--- src/inc/swg_defs.svh ---
`ifndef SWG_DEFS_SVH
`define SWG_DEFS_SVH

// encoded breaker position
`define SWG_POS_INDETERM 2'h0
`define SWG_POS_OPEN 2'h1
`define SWG_POS_CLOSED 2'h2
`define SWG_POS_DISTURBED 2'h3

// sizes
`define SWG_TRIP_SLOTS 8
`define SWG_NUM_INTERLOCKS 3
`define SWG_NUM_PHASES 3
`define SWG_CURVE_POINTS 10
`define SWG_CURVE_IDX_W 4

// positions inside the synchronised pin vector
`define SWG_SI_AUX 0
`define SWG_SI_ILK_CLOSE 1
`define SWG_SI_ILK_OPEN 4
`define SWG_SI_EXT_CLOSE 7
`define SWG_SI_EXT_OPEN 8
`define SWG_SI_ACK 9
`define SWG_SI_BYPASS 10
`define SWG_SI_PANEL_CLOSE 11
`define SWG_SI_PANEL_OPEN 12
`define SWG_SI_WIDTH 13

// wear life fixed point: one full life is 2^20
`define SWG_WEAR_FRAC_BITS 20
`define SWG_WEAR_ONE 32'h0010_0000
`define SWG_PERCENT_FULL 8'h64
`define SWG_DIV_STEPS 6'h20

// hourly window
`define SWG_HOUR_S 3600
`define SWG_NS_PER_S 64'd1000000000
`define SWG_CLK_PERIOD_NS 10

`endif

--- src/inc/swg_pkg.sv ---
package swg_pkg;
  typedef enum logic [1:0] {AUTH_NONE, AUTH_LOCAL, AUTH_REMOTE, AUTH_LOCAL_REMOTE} authority_e;
  typedef enum logic [1:0] {BYPASS_OFF, BYPASS_SINGLE, BYPASS_PERMANENT, BYPASS_TIMED} bypass_e;
  typedef enum logic {CTL_IDLE, CTL_MOVING} ctl_state_e;
  typedef enum logic [1:0] {WEAR_IDLE, WEAR_INTERP, WEAR_RECIP, WEAR_ADD} wear_state_e;
endpackage
--- src/design/edge_sync.sv ---
`timescale 1ns/1ps
`default_nettype none
module edge_sync #(
  parameter int WIDTH = 1
) (
  // clock and reset
  input wire logic clk_sys,
  input wire logic sys_rst,
  // asynchronous pins
  input wire logic [WIDTH-1:0] async_in,
  // synchronised level and rising edge
  output logic [WIDTH-1:0] level,
  output logic [WIDTH-1:0] rise
);
  logic [WIDTH-1:0] meta;
  logic [WIDTH-1:0] stable;
  logic [WIDTH-1:0] prev;

  // meta is only read by stable, never by logic
  always_ff @(posedge clk_sys) begin
    if (sys_rst) begin
      meta <= '0;
      stable <= '0;
      prev <= '0;
    end else begin
      meta <= async_in;
      stable <= meta;
      prev <= stable;
    end
  end

  assign level = stable;
  assign rise = stable & ~prev;
endmodule
`default_nettype wire

--- src/design/switchgear_command_supervisor.sv ---
// Summary of operation
// - unwired open contact reports position disturbed
// - three interlocks per direction block switching
// - protection open and reclose skip interlocks
// - assigned protection trips ORed into trip
// - only trip manager output trips switchgear
// - trip minimum hold, optional latching
// - latch clears after dropout plus acknowledge
// - one external close, one external open
// - open wins; close edge, open level
// - scada commands need remote authority
// - authority gates panel, external and scada command sources
// - bypass single, permanent, timed, or signal
// - manual position override with marker
// - one command at a time, others ignored
// - suppress command whose target already reached
// - held panel close key gives one pulse
// - count operations, alarm above limit
// - per phase current sums with alarms
// - hourly current sum alarm
// - open capacity percentage, full means maintenance
// - slow alarm when move time exceeded
// - ten point wear curve interpolation
// - position code 0,1,2,3 meanings
// - move timer, indeterminate, disturbed on expiry
`timescale 1ns/1ps
`default_nettype none
`include "swg_defs.svh"
module switchgear_command_supervisor import swg_pkg::*; #(
  parameter logic [39:0] HOUR_CYCLES =
    40'(`SWG_HOUR_S * `SWG_NS_PER_S / `SWG_CLK_PERIOD_NS)
) (
  // clock and reset
  input wire logic clk_sys,
  input wire logic sys_rst,
  // switchgear pins, asynchronous
  input wire logic aux_open_contact,
  input wire logic [`SWG_NUM_INTERLOCKS-1:0] close_interlock,
  input wire logic [`SWG_NUM_INTERLOCKS-1:0] open_interlock,
  input wire logic external_close_request,
  input wire logic external_open_request,
  input wire logic trip_acknowledge_input,
  input wire logic bypass_signal_input,
  input wire logic panel_close_key,
  input wire logic panel_open_key,
  // internal sources, same clock
  input wire logic [`SWG_TRIP_SLOTS-1:0] protection_trip,
  input wire logic protection_open_block,
  input wire logic auto_reclose_unit,
  input wire logic scada_close_cmd,
  input wire logic scada_open_cmd,
  input wire logic operator_ack,
  input wire logic bypass_arm,
  input wire logic stats_clear,
  // configuration
  input wire logic aux_open_wired,
  input wire logic [`SWG_TRIP_SLOTS-1:0] trip_slot_assigned,
  input wire logic trip_latch_enable,
  input wire logic [15:0] trip_hold_cycles,
  input wire authority_e switching_authority,
  input wire bypass_e interlock_bypass_mode,
  input wire logic [23:0] interlock_bypass_timeout,
  input wire logic position_override_enable,
  input wire logic [1:0] position_override_value,
  input wire logic [23:0] move_open_cycles,
  input wire logic [23:0] move_close_cycles,
  input wire logic [15:0] operations_limit,
  input wire logic [31:0] current_sum_threshold,
  input wire logic [31:0] hourly_sum_threshold,
  input wire logic [3:0] curve_points_used,
  input wire logic [15:0] curve_current [`SWG_CURVE_POINTS],
  input wire logic [15:0] curve_allowed_ops [`SWG_CURVE_POINTS],
  // measured currents at interruption
  input wire logic [15:0] phase_current [`SWG_NUM_PHASES],
  // coil commands and position
  output logic switchgear_trip,
  output logic close_command,
  output logic open_command,
  output logic command_busy,
  output logic command_rejected,
  output logic [1:0] breaker_position,
  output logic position_overridden,
  output logic interlock_bypass_active,
  // wear supervision
  output logic [15:0] operation_counter,
  output logic operations_alarm,
  output logic [31:0] phase_current_accumulator [`SWG_NUM_PHASES],
  output logic [`SWG_NUM_PHASES-1:0] phase_current_alarm,
  output logic current_sum_alarm,
  output logic hourly_current_sum_alarm,
  output logic [7:0] open_capacity_percent,
  output logic wear_curve_alarm,
  output logic slow_operation_alarm
);
  logic [`SWG_SI_WIDTH-1:0] pin_level;
  logic [`SWG_SI_WIDTH-1:0] pin_rise;
  logic [15:0] hold_cnt;
  logic trip_latched;
  logic trip_prev;
  ctl_state_e ctl_state;
  logic target_open;
  logic [23:0] move_cnt;
  logic disturbed;
  logic bypass_run;
  logic [23:0] bypass_cnt;
  logic [39:0] hour_cnt;
  logic [31:0] hour_sum;
  wear_state_e wear_state;
  logic wear_pend;
  logic [15:0] wear_lo_ops;
  logic [31:0] wear_acc;
  logic [31:0] div_q;
  logic [32:0] div_r;
  logic [31:0] div_d;
  logic [5:0] div_cnt;

  // pins cross into the clock domain here
  edge_sync #(.WIDTH(`SWG_SI_WIDTH)) u_pin_sync (
    .clk_sys(clk_sys),
    .sys_rst(sys_rst),
    .async_in({panel_open_key, panel_close_key, bypass_signal_input, trip_acknowledge_input,
               external_open_request, external_close_request, open_interlock, close_interlock,
               aux_open_contact}),
    .level(pin_level),
    .rise(pin_rise)
  );

  // trip manager decode
  // OR of slots
  wire trip_raw = |(protection_trip & trip_slot_assigned);
  wire trip_clear_ok = ~trip_raw & (operator_ack | pin_rise[`SWG_SI_ACK] |
                       ~trip_latch_enable | ~|trip_slot_assigned);
  wire [15:0] next_hold = trip_raw ? trip_hold_cycles :
                          (hold_cnt != 16'h0000) ? hold_cnt - 16'h0001 : 16'h0000;
  wire next_latched = (trip_raw & trip_latch_enable) | (trip_latched & ~trip_clear_ok);
  wire next_trip = trip_raw | (next_hold != 16'h0000) | next_latched;

  // trip manager state; only this path reaches the trip coil
  always_ff @(posedge clk_sys) begin
    if (sys_rst) begin
      hold_cnt <= 16'h0000;
      trip_latched <= 1'b0;
      trip_prev <= 1'b0;
      switchgear_trip <= 1'b0;
    end else begin
      hold_cnt <= next_hold;
      trip_latched <= next_latched;
      trip_prev <= switchgear_trip;
      switchgear_trip <= next_trip & ~protection_open_block;
    end
  end

  // authority, interlock and bypass decode
  // authority gating
  wire local_ok = (switching_authority == AUTH_LOCAL) ||
                  (switching_authority == AUTH_LOCAL_REMOTE);
  wire remote_ok = (switching_authority == AUTH_REMOTE) ||
                   (switching_authority == AUTH_LOCAL_REMOTE);
  wire bypass_on = (interlock_bypass_mode == BYPASS_PERMANENT) | bypass_run |
                   pin_level[`SWG_SI_BYPASS];
  wire close_locked = |pin_level[`SWG_SI_ILK_CLOSE +: `SWG_NUM_INTERLOCKS] & ~bypass_on;
  wire open_locked = |pin_level[`SWG_SI_ILK_OPEN +: `SWG_NUM_INTERLOCKS] & ~bypass_on;

  // request sources
  // panel close acts once per press
  wire panel_close = pin_rise[`SWG_SI_PANEL_CLOSE] & local_ok;
  wire panel_open = pin_rise[`SWG_SI_PANEL_OPEN] & local_ok;
  // close on edge, open on level
  wire ext_close = pin_rise[`SWG_SI_EXT_CLOSE] & remote_ok;
  wire ext_open = pin_level[`SWG_SI_EXT_OPEN] & remote_ok;
  wire op_req = panel_open | (scada_open_cmd & remote_ok) | ext_open;
  wire cl_req = panel_close | (scada_close_cmd & remote_ok) | ext_close;
  // protection open and reclose skip interlocks
  wire prot_open = switchgear_trip & ~trip_prev;
  wire open_want = (op_req & ~open_locked) | prot_open;
  wire close_want = (cl_req & ~close_locked) | auto_reclose_unit;
  wire ctl_idle = (ctl_state == CTL_IDLE);
  // position derivation from the single open-side contact
  // live value, so a held open level does not re-issue after the move ends
  // position encoding
  wire [1:0] derived_pos = ~aux_open_wired ? `SWG_POS_DISTURBED :
                           ~ctl_idle ? `SWG_POS_INDETERM :
                           disturbed ? `SWG_POS_DISTURBED :
                           pin_level[`SWG_SI_AUX] ? `SWG_POS_OPEN : `SWG_POS_CLOSED;
  wire [1:0] next_pos = position_override_enable ? position_override_value : derived_pos;
  wire issue_open = ctl_idle & open_want & (next_pos != `SWG_POS_OPEN);
  wire issue_close = ctl_idle & ~op_req & ~prot_open & close_want &
                     (next_pos != `SWG_POS_CLOSED);
  wire issue_any = issue_open | issue_close;
  wire any_req = op_req | cl_req | auto_reclose_unit;

  // move supervision decode
  wire [23:0] move_limit = target_open ? move_open_cycles : move_close_cycles;
  wire end_reached = (target_open == pin_level[`SWG_SI_AUX]);
  wire move_expire = ~ctl_idle & ~end_reached & (move_cnt >= move_limit);

  // bypass window; single mode ends on the first command or timeout
  always_ff @(posedge clk_sys) begin
    if (sys_rst) begin
      bypass_run <= 1'b0;
      bypass_cnt <= 24'h000000;
      interlock_bypass_active <= 1'b0;
    end else begin
      interlock_bypass_active <= bypass_on;
      if (bypass_arm && (interlock_bypass_mode == BYPASS_SINGLE ||
                         interlock_bypass_mode == BYPASS_TIMED)) begin
        bypass_run <= 1'b1;
        bypass_cnt <= interlock_bypass_timeout;
      end else if (bypass_run) begin
        bypass_cnt <= bypass_cnt - 24'h000001;
        if (bypass_cnt == 24'h000000 || interlock_bypass_mode == BYPASS_OFF ||
            (interlock_bypass_mode == BYPASS_SINGLE && issue_any)) begin
          bypass_run <= 1'b0;
        end
      end
    end
  end

  // command sequencer; one operation in flight at a time
  always_ff @(posedge clk_sys) begin
    if (sys_rst) begin
      ctl_state <= CTL_IDLE;
      target_open <= 1'b0;
      move_cnt <= 24'h000000;
      disturbed <= 1'b0;
      close_command <= 1'b0;
      open_command <= 1'b0;
      command_rejected <= 1'b0;
      command_busy <= 1'b0;
    end else begin
      close_command <= issue_close;
      open_command <= issue_open;
      command_rejected <= any_req & ~issue_any;
      command_busy <= issue_any | (~ctl_idle & ~end_reached & ~move_expire); // next state
      case (ctl_state)
        CTL_IDLE: begin
          if (issue_any) begin
            ctl_state <= CTL_MOVING;
            target_open <= issue_open;
            move_cnt <= 24'h000000;
            disturbed <= 1'b0;
          end
        end
        CTL_MOVING: begin
          if (end_reached) begin
            ctl_state <= CTL_IDLE;
          end else if (move_expire) begin
            ctl_state <= CTL_IDLE;
            disturbed <= 1'b1;
          end else begin
            move_cnt <= move_cnt + 24'h000001;
          end
        end
        default: ctl_state <= CTL_IDLE;
      endcase
    end
  end

  // registered position; overridden flag drives the display marker
  always_ff @(posedge clk_sys) begin
    if (sys_rst) begin
      breaker_position <= `SWG_POS_INDETERM;
      position_overridden <= 1'b0;
    end else begin
      breaker_position <= next_pos;
      position_overridden <= position_override_enable;
    end
  end

  // operation count and slow alarm; set beats clear
  always_ff @(posedge clk_sys) begin
    if (sys_rst) begin
      operation_counter <= 16'h0000;
      operations_alarm <= 1'b0;
      slow_operation_alarm <= 1'b0;
    end else begin
      if (issue_any && operation_counter != 16'hFFFF) begin
        operation_counter <= operation_counter + 16'h0001;
      end else if (stats_clear) begin
        operation_counter <= 16'h0000;
      end
      operations_alarm <= operation_counter > operations_limit;
      slow_operation_alarm <= move_expire | (slow_operation_alarm & ~stats_clear);
    end
  end

  // per phase sums of interrupted current
  genvar ph;
  generate
    for (ph = 0; ph < `SWG_NUM_PHASES; ph++) begin : g_phase
      wire [32:0] sum_next = {1'b0, phase_current_accumulator[ph]} + 33'(phase_current[ph]);
      always_ff @(posedge clk_sys) begin
        if (sys_rst) begin
          phase_current_accumulator[ph] <= 32'h00000000;
          phase_current_alarm[ph] <= 1'b0;
        end else if (issue_open) begin
          phase_current_accumulator[ph] <= sum_next[32] ? 32'hFFFFFFFF : sum_next[31:0];
        end else if (stats_clear) begin
          phase_current_accumulator[ph] <= 32'h00000000;
        end else begin
          phase_current_alarm[ph] <= phase_current_accumulator[ph] > current_sum_threshold;
        end
      end
    end
  endgenerate

  // largest phase current drives rate and wear
  wire [15:0] max01 = (phase_current[0] > phase_current[1]) ? phase_current[0] : phase_current[1];
  wire [15:0] wear_i = (max01 > phase_current[2]) ? max01 : phase_current[2];
  wire [32:0] hour_next = {1'b0, hour_sum} + 33'(wear_i);

  // hourly window; the sum restarts each hour
  always_ff @(posedge clk_sys) begin
    if (sys_rst) begin
      hour_cnt <= 40'h0000000000;
      hour_sum <= 32'h00000000;
      current_sum_alarm <= 1'b0;
      hourly_current_sum_alarm <= 1'b0;
    end else begin
      current_sum_alarm <= |phase_current_alarm;
      if (hour_cnt >= HOUR_CYCLES - 40'h0000000001) begin
        hour_cnt <= 40'h0000000000;
        hour_sum <= 32'h00000000;
      end else begin
        hour_cnt <= hour_cnt + 40'h0000000001;
        if (issue_open) begin
          hour_sum <= hour_next[32] ? 32'hFFFFFFFF : hour_next[31:0];
        end
      end
      hourly_current_sum_alarm <= hour_sum > hourly_sum_threshold;
    end
  end

  // wear curve segment search; last used point counts as zero operations
  logic [3:0] last_pt;
  logic seg_found;
  logic [15:0] seg_lo_c;
  logic [15:0] seg_lo_o;
  logic [15:0] seg_hi_o;
  logic [15:0] seg_span;
  always_comb begin
    last_pt = (curve_points_used == 4'h0) ? 4'h0 :
              (curve_points_used > 4'hA) ? 4'h9 : curve_points_used - 4'h1;
    seg_found = 1'b0;
    seg_lo_c = curve_current[0];
    seg_lo_o = (last_pt == 4'h0) ? 16'h0000 : curve_allowed_ops[0];
    seg_hi_o = seg_lo_o;
    seg_span = 16'h0000;
    for (int k = 1; k < `SWG_CURVE_POINTS; k++) begin
      if (!seg_found && wear_i > curve_current[0] && 4'(k) <= last_pt &&
          wear_i <= curve_current[k]) begin
        seg_found = 1'b1;
        seg_lo_c = curve_current[k-1];
        seg_lo_o = curve_allowed_ops[k-1];
        seg_hi_o = (4'(k) == last_pt) ? 16'h0000 : curve_allowed_ops[k];
        seg_span = curve_current[k] - curve_current[k-1];
      end
    end
  end
  wire beyond = wear_i > curve_current[last_pt];
  wire [15:0] ops_drop = (seg_lo_o > seg_hi_o) ? seg_lo_o - seg_hi_o : 16'h0000;
  wire [31:0] interp_num = ops_drop * (wear_i - seg_lo_c);
  wire [15:0] direct_ops = beyond ? 16'h0000 : seg_lo_o;
  wire [15:0] interp_ops = wear_lo_ops - div_q[15:0];
  wire [32:0] div_trial = {div_r[31:0], div_q[31]};
  wire div_fit = div_trial >= {1'b0, div_d};
  wire [38:0] pct_full = 39'(wear_acc) * 39'h64;
  wire [18:0] pct_raw = pct_full[38:`SWG_WEAR_FRAC_BITS];
  wire [32:0] wear_next = {1'b0, wear_acc} + {1'b0, div_q};

  // wear engine: interpolate allowed ops, then add one over that to life used
  always_ff @(posedge clk_sys) begin
    if (sys_rst) begin
      wear_state <= WEAR_IDLE;
      wear_pend <= 1'b0;
      wear_lo_ops <= 16'h0000;
      wear_acc <= 32'h00000000;
      div_q <= 32'h00000000;
      div_r <= 33'h000000000;
      div_d <= 32'h00000000;
      div_cnt <= 6'h00;
      open_capacity_percent <= 8'h00;
      wear_curve_alarm <= 1'b0;
    end else begin
      if (issue_open) begin
        wear_pend <= 1'b1;
      end
      if (div_cnt != 6'h00) begin
        div_cnt <= div_cnt - 6'h01;
        div_r <= div_fit ? div_trial - {1'b0, div_d} : div_trial;
        div_q <= {div_q[30:0], div_fit};
      end
      case (wear_state)
        WEAR_IDLE: begin
          if (wear_pend && !issue_open) begin
            wear_pend <= 1'b0;
            wear_lo_ops <= seg_lo_o;
            div_r <= 33'h000000000;
            div_cnt <= `SWG_DIV_STEPS;
            if (seg_found && !beyond && seg_span != 16'h0000) begin
              div_q <= interp_num;
              div_d <= 32'(seg_span);
              wear_state <= WEAR_INTERP;
            end else if (direct_ops == 16'h0000) begin
              div_q <= `SWG_WEAR_ONE;
              div_cnt <= 6'h00;
              wear_state <= WEAR_ADD;
            end else begin
              div_q <= `SWG_WEAR_ONE;
              div_d <= 32'(direct_ops);
              wear_state <= WEAR_RECIP;
            end
          end
        end
        WEAR_INTERP: begin
          if (div_cnt == 6'h00) begin
            div_r <= 33'h000000000;
            if (interp_ops == 16'h0000) begin
              div_q <= `SWG_WEAR_ONE;
              wear_state <= WEAR_ADD;
            end else begin
              div_q <= `SWG_WEAR_ONE;
              div_d <= 32'(interp_ops);
              div_cnt <= `SWG_DIV_STEPS;
              wear_state <= WEAR_RECIP;
            end
          end
        end
        WEAR_RECIP: begin
          if (div_cnt == 6'h00) begin
            wear_state <= WEAR_ADD;
          end
        end
        WEAR_ADD: begin
          wear_acc <= wear_next[32] ? 32'hFFFFFFFF : wear_next[31:0];
          wear_state <= WEAR_IDLE;
        end
        default: wear_state <= WEAR_IDLE;
      endcase
      if (stats_clear && wear_state != WEAR_ADD) begin
        wear_acc <= 32'h00000000;
      end
      open_capacity_percent <= (pct_raw >= 19'h00064) ? `SWG_PERCENT_FULL : pct_raw[7:0];
      wear_curve_alarm <= pct_raw >= 19'h00064;
    end
  end
endmodule
`default_nettype wire

--- config.mk ---
export PLATFORM = sky130hd
export DESIGN_NAME = switchgear_command_supervisor
export DESIGN_NICKNAME = d
export VERILOG_FILES = /design/src/inc/swg_pkg.sv /design/src/design/edge_sync.sv /design/src/design/switchgear_command_supervisor.sv
export VERILOG_INCLUDE_DIRS = /design/src /design/src/inc
export SDC_FILE = /design/constraint.sdc
export NUM_CORES = 2
export LEC_CHECK = 0
export ABC_CLOCK_PERIOD_IN_PS = 34400
export BUFFER_PORTS_ARGS = -buffer_cell sky130_fd_sc_hd__buf_2
export CAP_MARGIN = 20
export CORE_ASPECT_RATIO = 1.1
export CORE_UTILIZATION = 50
export DETAILED_ROUTE_END_ITERATION = 6
export PLACE_DENSITY = 0.7
export SKIP_CTS_REPAIR_TIMING = 1
export SYNTH_ARGS = -nofsm -noshare
export SYNTH_HDL_FRONTEND = slang
export SYNTH_SLANG_ARGS = --single-unit
--- constraint.sdc ---
create_clock -name clk_sys -period 34.4 [get_ports clk_sys]
set_input_delay 1.72 -clock clk_sys [delete_from_list [all_inputs] [get_ports clk_sys]]
set_output_delay 1.72 -clock clk_sys [all_outputs]
set_load 0.05 [all_outputs]
Word level (Yosys, flattened, before mapping)
Cells that the tools add are included.
{ "totals": {"out_inout_bits": 137, "inputBits": 587, "ff_bits": 472, "elab_cells": 415} }
{ "classes": {"reduce_logical": 80, "n_eq_ne": 32, "n_lt_le_gt_ge": 34, "muxes": 133, "n_addsub": 25, "bitwise": 65, "mul": 2} }
{ "ops": {"columns": ["op", "n"], "rows": [
  ["$mux W16", 55],
  ["$mux W32", 18],
  ["$sub A16 B16 Y16", 11],
  ["$le A16 B16 Y1", 9],
  ["$mux W24", 6],
  ["$add A32 B16 Y33", 4],
  ["$mux W33", 4],
  ["$gt A32 B32 Y1", 4],
  ["$pmux W32 S2", 2],
  ["$gt A16 B16 Y1", 6],
  ["$pmux W33 S2", 1],
  ["$bmux W16 S4", 1],
  ["$pmux W24 S2", 1],
  ["$reduce_bool A16 Y1", 3],
  ["$add A40 B1 Y40 const B", 1],
  ["$ge A40 B39 Y1 const B", 1],
  ["$mul A32 B5 Y37 const B", 1],
  ["$mux W6", 6],
  ["$add A32 B32 Y33", 1],
  ["$ge A33 B32 Y1", 1],
  ["$logic_and A1 B1 Y1", 33],
  ["$sub A33 B32 Y33", 1],
  ["$logic_not A16 Y1", 2],
  ["$mul A17 B17 Y32", 1],
  ["other kinds (54)", 198]
]} }

Depth between registers and ports, before layout
{ "depth": {"ltp_word": 54, "depth_mapped": 94} }

Hierarchy
Synthesis repeated with hierarchy kept, for this count alone.
{ "unflattened": {"cells_unflattened": 8004, "area_unflattened_um2": 61268.8} }
{ "by_module_without_submodules": {"columns": ["module", "area_per_inst_um2", "n_inst", "cells_each"], "rows": [
  ["switchgear_command_supervisor", 60112.7, 1, 7909],
  ["edge_sync", 1156.1, 1, 95]
]} }

Worst setup path before layout
OpenSTA, ideal clock, no wires.
{ "synth_path": {"path_kind": "input to register", "from": "input phase_current[31] (netlist name)", "to": "register div_q[31]", "setup_time_ns": 0.132, "cell_stages": 79, "slack_ns": 15.572, "t_arrival_ns": 18.696, "path_buffers": 8, "path_cell_list": "inv_1 > ha_1 > nand4_1 > or2_2 > o41ai_1 > clkbuf_1 > o21ai_0 > ha_1 > nor2b_1 > o21a_1 > o21ai_0 > nand2b_1 > a21oi_1 > nor2b_1 > o21ai_0 > nand2b_1 > a21oi_1 > o31ai_1 > (+43 left out) > inv_1 > fa_1 > inv_1 > fa_1 > inv_1 > ha_1 > and2_1 > a22o_1 > a311oi_1 > o31a_1 > a21oi_1 > a21o_1 > a21o_1 > a21oi_1 > or3_1 > o21ai_0 > xnor2_1 > a21oi_1"} }
{ "synth_between": {"elab_chain_len": 54} }
{ "synth_rtl": {"columns": ["element", "line_no", "source"], "rows": [
  ["from (decl)", "switchgear_command_supervisor.sv:74", "input wire logic [15:0] phase_current [`SWG_NUM_PHASES],"],
  ["$gt A16 B16 Y1", "switchgear_command_supervisor.sv:308", "wire [15:0] max01 = (phase_current[0] > phase_current[1]) ? phase_current[0] : phase_current[1];"],
  ["$mux W16 (*)", "switchgear_command_supervisor.sv:308", null],
  ["$gt A16 B16 Y1", "switchgear_command_supervisor.sv:309", "wire [15:0] wear_i = (max01 > phase_current[2]) ? max01 : phase_current[2];"],
  ["$mux W16 (*)", "switchgear_command_supervisor.sv:309", null],
  ["$gt A16 B16 Y1", "switchgear_command_supervisor.sv:350", "if (!seg_found && wear_i > curve_current[0] && 4'(k) <= last_pt &&"],
  ["$logic_and A1 B1 Y1 (2 in series)", "switchgear_command_supervisor.sv:350", null],
  ["$mux W1", "switchgear_command_supervisor.sv:350", null],
  ["$logic_not A1 Y1", "switchgear_command_supervisor.sv:350", null],
  ["(+35 left out)", null, null],
  ["$logic_and A1 B1 Y1 (3 in series)", "switchgear_command_supervisor.sv:350", null],
  ["$mux W16", "switchgear_command_supervisor.sv:350", null],
  ["$sub A16 B16 Y16 / $gt A16 B16 Y1 (equally long branches)", "switchgear_command_supervisor.sv:361", "wire [15:0] ops_drop = (seg_lo_o > seg_hi_o) ? seg_lo_o - seg_hi_o : 16'h0000;"],
  ["$mux W16", "switchgear_command_supervisor.sv:361", null],
  ["$mul A17 B17 Y32", "switchgear_command_supervisor.sv:362", "wire [31:0] interp_num = ops_drop * (wear_i - seg_lo_c);"],
  ["$mux W32 (*)", "switchgear_command_supervisor.sv:400", "if (seg_found && !beyond && seg_span != 16'h0000) begin"],
  ["$mux W32 (*)", "switchgear_command_supervisor.sv:395", "if (wear_pend && !issue_open) begin"],
  ["$pmux W32 S2 (*)", "switchgear_command_supervisor.sv:393", "case (wear_state)"],
  ["to (signal assigned)", "switchgear_command_supervisor.sv:391", "div_q <= {div_q[30:0], div_fit};"],
  ["to (signal assigned)", "switchgear_command_supervisor.sv:401", "div_q <= interp_num;"],
  ["to (signal assigned)", "switchgear_command_supervisor.sv:405", "div_q <= `SWG_WEAR_ONE;"],
  ["to (decl)", "switchgear_command_supervisor.sv:112", "logic [31:0] div_q;"]
]} }
Every way passes the cells marked *; elsewhere a longest branch is shown, timed or not.
A chain may end at the register's enable or synchronous reset.

Worst setup path after layout
{ "layout_path": {"from": "input phase_current[25] (netlist name)", "to": "register div_q[31]"} }
The elaborated chain is that of the path after synthesis.

==> qor.yml <==
status: "completed"
dieArea_um2: 121000
r2r_start: "wear_acc[6]$_SDFFE_PP0P_"
fp-row-count: 132
synth.area.mux_share: 0.0138
max_slew_margin: 0.225
arrival_ps: 21220
synth_area_leaders: "ha_1, dfxtp_1, fa_1, inv_1, a21oi_1"
drive_above_1_share: 0.126
post-route-period-util: 0.601
numCtsBuffers: 55
synthSimpleGateAreaFrac: 0.193
hpwl_mm: 191
critPathMaxStageDelay_ps: 800
cts_tree: "yes"
r2r_cells: 21
critPathLaunch: "phase_current[25]"
clockBufferDepth: 3
hp-class: "register to register"
start_kind: "input port"
tns_ps: 0
synth_cells: 7918
syn_area_um2: 59700
first_global_vias: 58975
netlist.area_leader.share: 0.188
setup_viol: 0
synthArstFlopShare: 0
ys_seq_elements: 446
fin_nets: 10247
syn_avg_cell_area_um2: 7.54
die_w_um: 331
yosys_warnings: 0
endpoint: "div_q[31]$_SDFF_PP0_"
ios: 724
dr_total_vias: 62583
cts_sinks: 446
cpLargestDelayFamily: "compound AO/OA/AOI/OAI gates"
rsz0062_at_grt: "false"
synth-adder-area-share: 0.273
yosysMostFrequentCell: "ha_1"
clock-root-buffer: "clkbuf_16"
critPathRequiredTime_ps: 34940
clock_latency_ps: 660
die_h_um: 364
hold_path_depth: 1
wl_per_cell_um: 23.2
drtIter0Drc: 6232
grt_antenna_before_repair: 21
ys_seq_area_frac: 0.150
drv_slew: 0
max_freq_ghz: 0.0483
vias_per_cell: 6.19
finalWeightedCongestion: 1.05
synth_edf_count: 0
ant_nets: 0
synth-xor-area-share: 0.0542
regToRegEndpoint: "open_capacity_percent[4]$_SDFF_PP0_"
wl_mm: 235
synth_top_family_by_area: "adder cells"
io_buffers: 723
drt_pass1_iterations: 7
synth_area_leader_cell: "ha_1"
r2r_setup_slack_ps: 28350
core_area_um2: 118000
fin_util: 0.569
grt_pass1_wl_mm: 353
synth_compound_area_frac: 0.240
finalCriticalPeriod_ps: 20690
synth_cell_types: 99
overflow: 0
tightestPinTransition_ps: 1160
synth_commonest_cells: "ha_1, inv_1, nand2_1"
syn_to_final_growth_pct: 12.5
hold_viol: 0
start_util: 0.505
track_usage: 0.375
ctsHtreeMaxLevel: 2
grt_start_max_net_pins: 98
end_kind: "register"
synth-main-ff-cell: "dfxtp_1"
clkTransAtPathRegs_ps: 60
path_max_fanout: 32
cp_slowest_cell: "nor2_2"
path_depth: 79
drv_cap: 0
worst-setup-path-type: "input port to register"
path_common_cell: "a21oi_1"
post-route-drc-count: 0
path_buf_inv: 8
finClkSkew_ps: 15.6
==> state kept, by name, summed over array words and instances (netlist names), 2 cells and up <==
register / cells
breaker_position: 2
bypass_cnt: 24
div_cnt: 6
div_d: 16
div_q: 32
div_r: 32
hold_cnt: 16
hour_cnt: 40
hour_sum: 32
move_cnt: 24
open_capacity_percent: 8
operation_counter: 16
phase_current_accumulator: 96
phase_current_alarm: 3
u_pin_sync.level: 13
u_pin_sync.meta: 13
u_pin_sync.prev: 4
wear_acc: 32
wear_lo_ops: 16
wear_state: 2
==> final cells by class <==
class | instances | area [um2]
clock buffer | 68 | 1530
multi-input combinational | 6288 | 46500
fill | 11227 | 51000
tap | 1541 | 1930
clock inverter | 35 | 484
antenna | 16 | 40.0
inverter | 894 | 3360
sequential | 446 | 8930
timing repair buffer | 823 | 4400
==> per-layer routing <==
layer	routed length, um	part of all wire	vias up	track usage
met5	94	0.00040	-	0
met4	11700	0.050	12	0.166
met3	21400	0.091	636	0.0759
met2	104000	0.44	2990	0.596
met1	98100	0.42	29656	0.491
li1	-	-	29289	-
==> layout by cell type (no fill, tap or decap), types with 124 or more instances in the layout <==
cell	synthesis	routed
nand3_1	142	141
xnor2_1	230	229
a211oi_1	154	152
inv_1	891	891
a21o_1	125	125
fa_1	253	253
nand4_1	124	124
dfxtp_1	446	446
a21oi_1	587	584
nor2b_1	128	128
xor2_1	139	139
nor2_1	726	721
o21ai_0	563	548
buf_2	16	723
nor3_1	164	156
nand2_1	746	746
ha_1	899	899
==> through the flow <==
| step | cell area (um2) | instances | hold slack (ps) | setup slack [ps] |
|---|---|---|---|---|
| CTS | 67100 | 10092 | 434 | 13920 |
| detailed placement | 65100 | 9989 | 420 | 13260 |
| global route | 67100 | 10102 | 452 | 12370 |
| floorplan | 59700 | 7919 | 414 | 15570 |
| finish | 67100 | 10111 | 435 | 13710 |
| global placement | 65000 | 9985 | 417 | 13420 |
==> cells by family (layout without fill, tap and decap cells) <==
group                    count (synthesis)  count (layout)
multiplexers                            79              79
AND/OR/NAND/NOR                       2465            2465
buffers and inverters                 1185            1820
AO/OA/AOI/OAI                         2221            2221
other                                    1              18
adder cells (fa/ha/maj)               1152            1152
flip-flops                             446             446
XOR/XNOR                               369             369
==> worst min-delay path by stage <==
| stage | end | slack, ps | startpoint |
|---|---|---|---|
| floorplan | u_pin_sync.level[0]$_SDFF_PP0_ | 410 | u_pin_sync.meta[0]$_SDFF_PP0_ |
| global placement | u_pin_sync.level[2]$_SDFF_PP0_ | 420 | u_pin_sync.meta[2]$_SDFF_PP0_ |
| detailed placement | u_pin_sync.level[8]$_SDFF_PP0_ | 420 | u_pin_sync.meta[8]$_SDFF_PP0_ |
| CTS | u_pin_sync.level[8]$_SDFF_PP0_ | 430 | u_pin_sync.meta[8]$_SDFF_PP0_ |
| global route | u_pin_sync.level[6]$_SDFF_PP0_ | 450 | u_pin_sync.meta[6]$_SDFF_PP0_ |
| finish | u_pin_sync.level[8]$_SDFF_PP0_ | 430 | u_pin_sync.meta[8]$_SDFF_PP0_ |
Power is not shown: default switching activity piles up to over one toggle a cycle in this logic, so the estimate is an artifact.
